<file path="src/rtl/ttp_pkg.sv">
// Package for the tape test panel control block
package ttp_pkg;
  // Register byte offsets
  localparam logic [3:0] TTP_OFS_CTRL = 4'h0;
  localparam logic [3:0] TTP_OFS_STAT = 4'h4;
  localparam logic [3:0] TTP_OFS_IRQ_STAT = 4'h8;
  localparam logic [3:0] TTP_OFS_IRQ_MASK = 4'hC;
  // Control field positions
  localparam int TTP_CTRL_LAMP_TEST = 0;
  // Interrupt bit positions
  localparam int TTP_IRQ_PANEL_ON = 0;
  localparam int TTP_IRQ_PANEL_OFF = 1;
  localparam int TTP_IRQ_TAPE_END = 2;
  localparam int TTP_IRQ_LOAD_PT = 3;
  localparam int TTP_IRQ_SKEW = 4;
  localparam int TTP_IRQ_W = 5;
  // Reset values
  localparam logic [31:0] TTP_CTRL_RST = 32'h0000_0000;
  localparam logic [TTP_IRQ_W-1:0] TTP_IRQ_RST = 5'h00;
  // Shuttle leg length
  localparam int TTP_LEG_MS = 200;
  localparam int TTP_CLK_HZ = 20_000_000;
  localparam int TTP_LEG_CYC = TTP_LEG_MS * (TTP_CLK_HZ / 1000);

  // Motion modes, one-hot
  typedef enum logic [4:0] {
    TTP_HALT = 5'h01,
    TTP_SHUTTLE_FWD = 5'h02,
    TTP_SHUTTLE_REV = 5'h04,
    TTP_FAST_FWD = 5'h08,
    TTP_RUN_REV = 5'h10
  } ttp_mode_e;

  // Operator buttons
  typedef struct packed {
    logic shuttle;
    logic fast_fwd;
    logic rev_run;
    logic fwd_run;
    logic halt;
    logic pattern_write;
    logic test_mode;
    logic on_line;
  } ttp_btn_s;

  // Motion request to the sequencer
  typedef struct packed {
    logic run_fwd;
    logic run_rev;
    logic fast;
  } ttp_motion_s;

  // Indicator lamps
  typedef struct packed {
    logic skew;
    logic dense_format_lamp;
    logic tape_end;
    logic load_point;
    logic pattern_write;
    logic test_mode;
  } ttp_lamp_s;
endpackage

</file>
<file path="src/rtl/ttp_panel.sv">
// Tape test panel control: buttons to motion, write test and lamps
`timescale 1ns/1ns
`default_nettype none
module ttp_panel #(
  parameter int CHANNELS = 9,
  parameter int LEG_CYC = ttp_pkg::TTP_LEG_CYC
) (
  input wire logic ref_clk_i,
  input wire logic rst_n_i,
  input wire ttp_pkg::ttp_btn_s btn_i,
  input wire logic off_line_i,
  input wire logic dense_sel_i,
  input wire logic tape_end_marker_i,
  input wire logic load_point_i,
  input wire logic write_gate_sel_i,
  input wire logic read_skew_i,
  input wire logic write_skew_i,
  input wire logic read_gate_i,
  input wire logic write_gate_i,
  input wire logic ref_freq_i,
  input wire logic [3:0] addr_i,
  input wire logic [31:0] wdata_i,
  input wire logic wr_i,
  input wire logic rd_i,
  output logic [31:0] rdata_o,
  output logic irq_o,
  output ttp_pkg::ttp_motion_s motion_o,
  output logic [CHANNELS-1:0] write_ones_o,
  output logic skew_gate_tp_o,
  output ttp_pkg::ttp_lamp_s lamp_o
);
  import ttp_pkg::*;

  localparam int NSYNC = 17;

  //////////////////////////////////////////////////////////////////////////////
  // Input synchronisers: all panel and tape pins are asynchronous to the clock
  logic [NSYNC-1:0] raw;
  logic [NSYNC-1:0] sync1_r;
  logic [NSYNC-1:0] sync2_r;
  assign raw = {btn_i, off_line_i, dense_sel_i, tape_end_marker_i, load_point_i,
                write_gate_sel_i, read_skew_i, write_skew_i, read_gate_i,
                write_gate_i};

  // Two-stage synchroniser, first stage read only by the second
  always_ff @(posedge ref_clk_i or negedge rst_n_i) begin
    if (!rst_n_i) begin
      sync1_r <= '0;
      sync2_r <= '0;
    end else begin
      sync1_r <= raw;
      sync2_r <= sync1_r;
    end
  end

  ttp_btn_s btn;
  logic off_line, dense_sel, tape_end, load_pt, wgate_sel;
  logic rskew, wskew, rgate, wgate;
  assign {btn, off_line, dense_sel, tape_end, load_pt, wgate_sel,
          rskew, wskew, rgate, wgate} = sync2_r;

  // Reference frequency on its own synchroniser; a fast reference will alias
  logic fr_s1_r, fr_s2_r;
  always_ff @(posedge ref_clk_i or negedge rst_n_i) begin
    if (!rst_n_i) begin
      fr_s1_r <= 1'b0;
      fr_s2_r <= 1'b0;
    end else begin
      fr_s1_r <= ref_freq_i;
      fr_s2_r <= fr_s1_r;
    end
  end

  //////////////////////////////////////////////////////////////////////////////
  // Edge detection on the momentary buttons
  ttp_btn_s btn_d_r;
  always_ff @(posedge ref_clk_i or negedge rst_n_i) begin
    if (!rst_n_i) begin
      btn_d_r <= '0;
    end else begin
      btn_d_r <= btn;
    end
  end
  ttp_btn_s press;
  assign press = btn & ~btn_d_r;

  //////////////////////////////////////////////////////////////////////////////
  // Test mode latch
  logic panel_on_r;
  logic panel_on_nxt;
  logic can_enter;
  assign can_enter = off_line && btn.halt;

  always_comb begin
    panel_on_nxt = panel_on_r;
    if (!panel_on_r) begin
      if (press.test_mode && can_enter) begin
        panel_on_nxt = 1'b1;
      end
    end else begin
      if (press.test_mode || press.on_line || !off_line) begin
        panel_on_nxt = 1'b0;
      end
    end
  end

  always_ff @(posedge ref_clk_i or negedge rst_n_i) begin
    if (!rst_n_i) begin
      panel_on_r <= 1'b0;
    end else begin
      panel_on_r <= panel_on_nxt;
    end
  end

  //////////////////////////////////////////////////////////////////////////////
  // Motion mode machine
  ttp_mode_e mode_r;
  ttp_mode_e mode_nxt;
  logic fwd_run_r;
  logic fwd_run_nxt;
  logic [31:0] leg_cnt_r;
  logic leg_done;
  assign leg_done = (leg_cnt_r == 32'(LEG_CYC - 1));

  always_comb begin
    mode_nxt = mode_r;
    fwd_run_nxt = fwd_run_r;
    if (press.shuttle) begin
      mode_nxt = TTP_SHUTTLE_FWD;
      fwd_run_nxt = 1'b0;
    end else if (press.fast_fwd) begin
      mode_nxt = TTP_FAST_FWD;
      fwd_run_nxt = 1'b0;
    end else if (press.rev_run) begin
      mode_nxt = TTP_RUN_REV;
      fwd_run_nxt = 1'b0;
    end else if (press.fwd_run) begin
      mode_nxt = TTP_HALT;
      fwd_run_nxt = 1'b1;
    end else begin
      case (mode_r)
        TTP_HALT: begin
          // Forward run stops at end marker
          if (tape_end) begin
            fwd_run_nxt = 1'b0;
          end
        end
        TTP_SHUTTLE_FWD: begin
          if (leg_done || tape_end) begin
            mode_nxt = TTP_SHUTTLE_REV;
          end
        end
        TTP_SHUTTLE_REV: begin
          if (leg_done || load_pt) begin
            mode_nxt = TTP_SHUTTLE_FWD;
          end
        end
        TTP_FAST_FWD: begin
          if (tape_end) begin
            mode_nxt = TTP_HALT;
          end
        end
        TTP_RUN_REV: begin
          if (load_pt) begin
            mode_nxt = TTP_HALT;
          end
        end
        default: begin
          mode_nxt = TTP_HALT;
        end
      endcase
    end
    // Halt or lost panel cancels all
    if (btn.halt || !panel_on_r) begin
      mode_nxt = TTP_HALT;
      fwd_run_nxt = 1'b0;
    end
  end

  always_ff @(posedge ref_clk_i or negedge rst_n_i) begin
    if (!rst_n_i) begin
      mode_r <= TTP_HALT;
      fwd_run_r <= 1'b0;
    end else begin
      mode_r <= mode_nxt;
      fwd_run_r <= fwd_run_nxt;
    end
  end

  // Shuttle leg timer restarts on every direction change
  always_ff @(posedge ref_clk_i or negedge rst_n_i) begin
    if (!rst_n_i) begin
      leg_cnt_r <= '0;
    end else if (mode_nxt != mode_r || leg_done) begin
      leg_cnt_r <= '0;
    end else begin
      leg_cnt_r <= leg_cnt_r + 32'h0000_0001;
    end
  end

  // Motion request outputs from flops
  always_ff @(posedge ref_clk_i or negedge rst_n_i) begin
    if (!rst_n_i) begin
      motion_o <= '0;
    end else begin
      motion_o.run_fwd <= fwd_run_nxt || mode_nxt == TTP_SHUTTLE_FWD || mode_nxt == TTP_FAST_FWD;
      motion_o.run_rev <= mode_nxt == TTP_SHUTTLE_REV || mode_nxt == TTP_RUN_REV;
      motion_o.fast <= mode_nxt == TTP_FAST_FWD;
    end
  end

  //////////////////////////////////////////////////////////////////////////////
  // Pattern write test
  logic pw_arm_r;
  logic pw_arm_nxt;
  always_comb begin
    pw_arm_nxt = pw_arm_r;
    // Armed while halted in test mode
    if (press.pattern_write && panel_on_r && btn.halt) begin
      pw_arm_nxt = 1'b1;
    end else if (!panel_on_r || (!btn.halt && !fwd_run_nxt)) begin
      pw_arm_nxt = 1'b0;
    end
  end

  always_ff @(posedge ref_clk_i or negedge rst_n_i) begin
    if (!rst_n_i) begin
      pw_arm_r <= 1'b0;
    end else begin
      pw_arm_r <= pw_arm_nxt;
    end
  end

  logic pw_active;
  // Next state, in step with motion
  assign pw_active = pw_arm_nxt && fwd_run_nxt;

  // All channels toggle with the reference for all ones
  logic [CHANNELS-1:0] ones_r;
  genvar gi;
  generate
    for (gi = 0; gi < CHANNELS; gi++) begin : g_ch
      always_ff @(posedge ref_clk_i or negedge rst_n_i) begin
        if (!rst_n_i) begin
          ones_r[gi] <= 1'b0;
        end else begin
          ones_r[gi] <= pw_active && fr_s2_r;
        end
      end
    end
  endgenerate
  assign write_ones_o = ones_r;

  //////////////////////////////////////////////////////////////////////////////
  // Lamps and test point
  logic lamp_test_r;
  logic skew_lamp;
  logic skew_gate;
  // Skew against the gate in use
  assign skew_lamp = wgate_sel ? wskew : rskew;
  assign skew_gate = wgate_sel ? wgate : rgate;

  always_ff @(posedge ref_clk_i or negedge rst_n_i) begin
    if (!rst_n_i) begin
      lamp_o <= '0;
      skew_gate_tp_o <= 1'b0;
    end else begin
      skew_gate_tp_o <= skew_gate;
      lamp_o.skew <= skew_lamp || lamp_test_r;
      lamp_o.dense_format_lamp <= dense_sel || lamp_test_r;
      lamp_o.tape_end <= tape_end || lamp_test_r;
      lamp_o.load_point <= load_pt || lamp_test_r;
      lamp_o.pattern_write <= pw_active || lamp_test_r;
      lamp_o.test_mode <= panel_on_nxt || lamp_test_r;
    end
  end

  //////////////////////////////////////////////////////////////////////////////
  // Register port and interrupts
  logic [TTP_IRQ_W-1:0] irq_stat_r;
  logic [TTP_IRQ_W-1:0] irq_mask_r;
  logic [TTP_IRQ_W-1:0] ev;
  logic tape_end_d_r, load_pt_d_r, skew_d_r;

  always_ff @(posedge ref_clk_i or negedge rst_n_i) begin
    if (!rst_n_i) begin
      tape_end_d_r <= 1'b0;
      load_pt_d_r <= 1'b0;
      skew_d_r <= 1'b0;
    end else begin
      tape_end_d_r <= tape_end;
      load_pt_d_r <= load_pt;
      skew_d_r <= skew_lamp;
    end
  end

  assign ev[TTP_IRQ_PANEL_ON] = panel_on_nxt && !panel_on_r;
  assign ev[TTP_IRQ_PANEL_OFF] = !panel_on_nxt && panel_on_r;
  assign ev[TTP_IRQ_TAPE_END] = tape_end && !tape_end_d_r;
  assign ev[TTP_IRQ_LOAD_PT] = load_pt && !load_pt_d_r;
  assign ev[TTP_IRQ_SKEW] = skew_lamp && !skew_d_r;

  // Write-one-to-clear; a new event in the same cycle survives
  always_ff @(posedge ref_clk_i or negedge rst_n_i) begin
    if (!rst_n_i) begin
      irq_stat_r <= TTP_IRQ_RST;
    end else if (wr_i && addr_i == TTP_OFS_IRQ_STAT) begin
      irq_stat_r <= (irq_stat_r & ~wdata_i[TTP_IRQ_W-1:0]) | ev;
    end else begin
      irq_stat_r <= irq_stat_r | ev;
    end
  end

  always_ff @(posedge ref_clk_i or negedge rst_n_i) begin
    if (!rst_n_i) begin
      irq_mask_r <= TTP_IRQ_RST;
      lamp_test_r <= TTP_CTRL_RST[TTP_CTRL_LAMP_TEST];
    end else if (wr_i) begin
      if (addr_i == TTP_OFS_IRQ_MASK) begin
        irq_mask_r <= wdata_i[TTP_IRQ_W-1:0];
      end
      if (addr_i == TTP_OFS_CTRL) begin
        lamp_test_r <= wdata_i[TTP_CTRL_LAMP_TEST];
      end
    end
  end

  assign irq_o = |(irq_stat_r & irq_mask_r);

  // Read data valid the cycle after the strobe, zero otherwise
  always_ff @(posedge ref_clk_i or negedge rst_n_i) begin
    if (!rst_n_i) begin
      rdata_o <= '0;
    end else if (rd_i) begin
      case (addr_i)
        TTP_OFS_CTRL: rdata_o <= {31'h0, lamp_test_r};
        TTP_OFS_STAT: rdata_o <= {21'h0, pw_active, fwd_run_r, mode_r, panel_on_r,
                                  tape_end, load_pt, skew_lamp};
        TTP_OFS_IRQ_STAT: rdata_o <= {27'h0, irq_stat_r};
        TTP_OFS_IRQ_MASK: rdata_o <= {27'h0, irq_mask_r};
        default: rdata_o <= '0;
      endcase
    end else begin
      rdata_o <= '0;
    end
  end
endmodule
`default_nettype wire

</file>
<file path="config.mk">
export PLATFORM = sky130hd
export DESIGN_NAME = ttp_panel
export DESIGN_NICKNAME = d
export VERILOG_FILES = /design/src/rtl/ttp_pkg.sv /design/src/rtl/ttp_panel.sv
export SDC_FILE = /design/constraint.sdc
export NUM_CORES = 1
export LEC_CHECK = 0
export BUFFER_PORTS_ARGS = -buffer_cell sky130_fd_sc_hd__buf_2
export CAP_MARGIN = 20
export CORE_MARGIN = 3
export CORE_UTILIZATION = 54
export DETAILED_ROUTE_END_ITERATION = 16
export PLACE_DENSITY = 0.79
export SYNTH_ARGS = -nofsm -noshare
export SYNTH_HDL_FRONTEND = slang
export SYNTH_SLANG_ARGS = --single-unit
</file>
<file path="constraint.sdc">
create_clock -name ref_clk_i -period 3 [get_ports ref_clk_i]
set_clock_uncertainty 0.2 [all_clocks]
set_input_delay 0.6 -clock ref_clk_i [delete_from_list [all_inputs] [get_ports ref_clk_i]]
set_output_delay 0.6 -clock ref_clk_i [all_outputs]
set_load 0.05 [all_outputs]
</file>
==> results by group <==
Status
  – Status: complete, no violations

Placed design
  – DPL Wire Length: 6130 um
  – Routability congestion estimate: 0.894
  – Dpl ws: 0.281 ns
  – I/O Buffers: 61

GRT
  – Total GRT Usage: 18.8%
  – First-pass GRT wire length: between 15000 and 20000 um
  – Number of global-route vias before repair: 3412
  – Total grt overflow: 0
  – Largest net degree at the start of global routing: 45
  – Initial antenna violation count: 0

Routing
  – Vias per cell: 5.16
  – Drt first pass iters: 5
  – Met2 wire length: roughly 4500 um
  – Via Count: 3427
  – Met1 Wirelength: ~4200 um
  – Drt total wl: 9320 um
  – Met3 WL: between 400 and 500 um
  – DR DRC count: 0
  – Drt initial violations: around 190
  – Mean routed wirelength per cell: 14.0 um
  – Highest Signal Layer: met4
  – Post-DRT Antenna Nets: 0

Die
  – Core area: roughly 0.0093 mm^2
  – I/O pins: 110
  – Die area: 0.0109 mm^2
  – Die Y: 104 um
  – Initial Util: 55.9%
  – Die extent in x: 104 um
  – Row Count: 35

Power and ir drop
  – Clock network fraction of total power: between 40% and 50%
  – Leak Pwr: 3.00 nW
  – VDD IR max: between 0.3 and 0.4 mV
  – Sw Share: 27.4%
  – Sequential share of power: about two fifths
  – Combinational share of power: 10.6%
  – P per Cell Area: 676 mW/mm^2
  – Switching power: roughly 1.2 mW
  – Internal power: 3.12 mW

Synthesis
  – Seq cells post-synth: 119
  – Post-synthesis simple-gate area fraction: between 20 and 25%
  – Area leader, netlist: dfrtp_1
  – Unique masters post-synth: 60
  – EDFF count, synth: 0
  – Post-Synth XOR/XNOR Area: ~5.5%
  – Top cells by area, synth: dfrtp_1, nor3_2, buf_4
  – Top cell type's share of synthesized area: 56.6%
  – Post-Syn Area per Cell: 11.9 um^2
  – Adder-Cell Fraction of Synth Area: less than 1%
  – Sequential cell area fraction in the yosys report: 57.1%
  – Ys Warns: 0
  – Largest family of logic cells by synthesized area: simple AND/OR/NAND/NOR gates
  – FFs w/ async S/R, synth: 100%
  – Compound-Gate Fraction of Synth Area: ~5.3%
  – Mux contribution to synthesized area: 3.00%
  – Mapped Cells: about 440
  – Synth Flop Type: dfrtp_1
  – Cell area after synthesis: roughly 0.0052 mm^2

Final layout
  – Area grow syn2layout: 22.0%
  – Share of layout cells above drive strength 1: 29.7%
  – Fill count: between 600 and 700
  – Final-stage net count: 581
  – N_diodes: 0
  – Final Util: roughly two thirds

Timing
  – Max Freq: 0.364 GHz
  – Number of hold violations in the final report: 0
  – Max Slew Vio Count: 0
  – Final worst path period share: 91.5%
  – Setup total negative slack: 0 ns
  – Hold_ws: roughly 0.14 ns
  – Measured slew at the worst slew-check pin: 0.616 ns
  – Setup-failing EPs final: 0
  – RSZ-0062 raised after global routing: false
  – PnR worst setup slack: about 0.26 ns
  – Post-route minimum period: 2.74 ns
  – Slew Limit Headroom: about three fifths

Clocking
  – H-tree Lvls: 4
  – Clock sinks: 119
  – Root Buffer: clkbuf_8
  – Clock Path Buffers: 2
  – Clock latency on the worst-skew pair: between 0.5 and 0.6 ns
  – Num CTS Buffers: 17
  – CTS tree: built
  – Clock slew at reported path FFs: 0.06 ns

Worst setup path
  – CP Class: register to register
  – Reg2Reg Depth: 9
  – Worst Setup Start Kind: register
  – Crit. End Element: register
  – CP Max Fanout: 32
  – CP required: 3.19 ns
  – CP arrival: 2.93 ns

Hold path
  – Worst Hold Class: input port to register
  – Hold path depth: 2

Flow run
  – # Max-Cap Violations: 0
-- cell usage after synthesis, types with 2 or more instances --
cell      count
nor3_1       11
nand2_1      34
mux2_2       11
nor3b_1       5
clkbuf_1      3
nand2b_1      8
xnor2_1      19
buf_6         3
o21ai_0       7
a22oi_1       5
a31oi_1       3
and3_1        5
nor3_2       26
inv_1         8
a21oi_1       6
nand4_1       8
nor4_1        6
or2_2         7
buf_2         8
nor3b_2       4
nand3_1      14
nor4b_1       2
dfrtp_1     118
a22o_1        2
xor2_1       12
nor2b_1      13
buf_4        30
and4_1        2
nor2_1       21
and2_1        7
nand3b_1      2
-- logic make-up (layout without fill, tap and decap cells) --
logic type | Yosys count | after routing
multiplexers | 13 | 13
adder cells (fa/ha/maj) | 1 | 1
XOR/XNOR | 32 | 32
AO/OA/AOI/OAI | 38 | 38
flip-flops | 119 | 119
other | 1 | 21
buffers and inverters | 52 | 128
AND/OR/NAND/NOR | 183 | 183
-- final cells by class --
type                       instances  area [um^2]  area share (%)
inverter                           8         30.0           0.472
tap                              129          161            2.53
timing repair buffer              88          596            9.35
sequential                       119         2980            46.8
multi-input combinational        288         1990            31.3
clock buffer                      17          414            6.50
clock inverter                    15          196            3.09
-- path summary, 6_finish.rpt --
kind                              startpoint       endpoint  slack, ns
worst min-delay path              wdata_i[4]  irq_mask_r[4]       0.14
min in group asynchronous            rst_n_i     rdata_o[4]       0.39
worst max register to register  leg_cnt_r[0]   leg_cnt_r[1]       0.26
worst min register to register   sync1_r[12]    sync2_r[12]       0.15
worst max-delay path            leg_cnt_r[0]   leg_cnt_r[1]       0.26
max in group asynchronous            rst_n_i   leg_cnt_r[6]       1.52
-- timing repair --
action,in CTS,in global routing
setup endpoints to repair,0,3
hold buffers,18,1
hold endpoints to repair,50,1
gates resized for setup,0,1
setup buffers,0,0
-- per-layer routing --
layer	GRT usage, %	up-vias
met5	0	-
met4	7.22	0
met3	5.03	15
met2	29.4	117
met1	25.2	1656
li1	-	1639
-- power groups by stage --
| stage | Clock [mW] | Sequential, mW | Combinational [mW] |
|---|---|---|---|
| floorplan | 0 | 1.87 | 0.287 |
| global placement | 0 | 1.83 | 0.427 |
| detailed placement | 0 | 1.83 | 0.438 |
| CTS | 2.08 | 1.81 | 0.459 |
| global route | 2.16 | 1.82 | 0.501 |
| finish | 2.04 | 1.81 | 0.455 |
-- cells in the final DEF (no fill, tap or decap), types with 12 or more instances in the layout --
cell type      instances
buf_2                 60
nor2b_1               13
nor2_1                21
nand2_1               34
xnor2_1               19
nand3_1               14
xor2_1                12
clkbuf_16             16
dfrtp_1              118
conb_1                21
dlygate4sd3_1         19
nor3_2                26
-- worst max-delay path: stages, from the launching register on --
cell and delay (ns):
dfrtp_1 0.40, ha_1 0.20, and3_1 0.34, nand3_4 0.12
nor4_4 0.34, o32ai_1 0.14, a32oi_2 0.37, xnor2_4 0.17
buf_12 0.25, nor3b_1 0.08
-- metrics by stage --
stage	total power [mW]	cell area (um^2)	instances
after CTS	4.34	6350	663
after detailed placement	2.27	5560	613
after global placement	2.25	5560	613
after floorplan	2.16	5290	459
final	4.31	6370	664
after global routing	4.49	6370	664
-- registers in the layout, summed over array words and instances, names as in the netlist, 3 cells and up --
signal,count
lamp_o,6
irq_mask_r,5
motion_o,3
irq_stat_r,5
rdata_o,11
sync1_r,17
btn_d_r,7
sync2_r,17
leg_cnt_r,32
mode_r,5
Note: power is estimated with default switching activity, not from simulation.
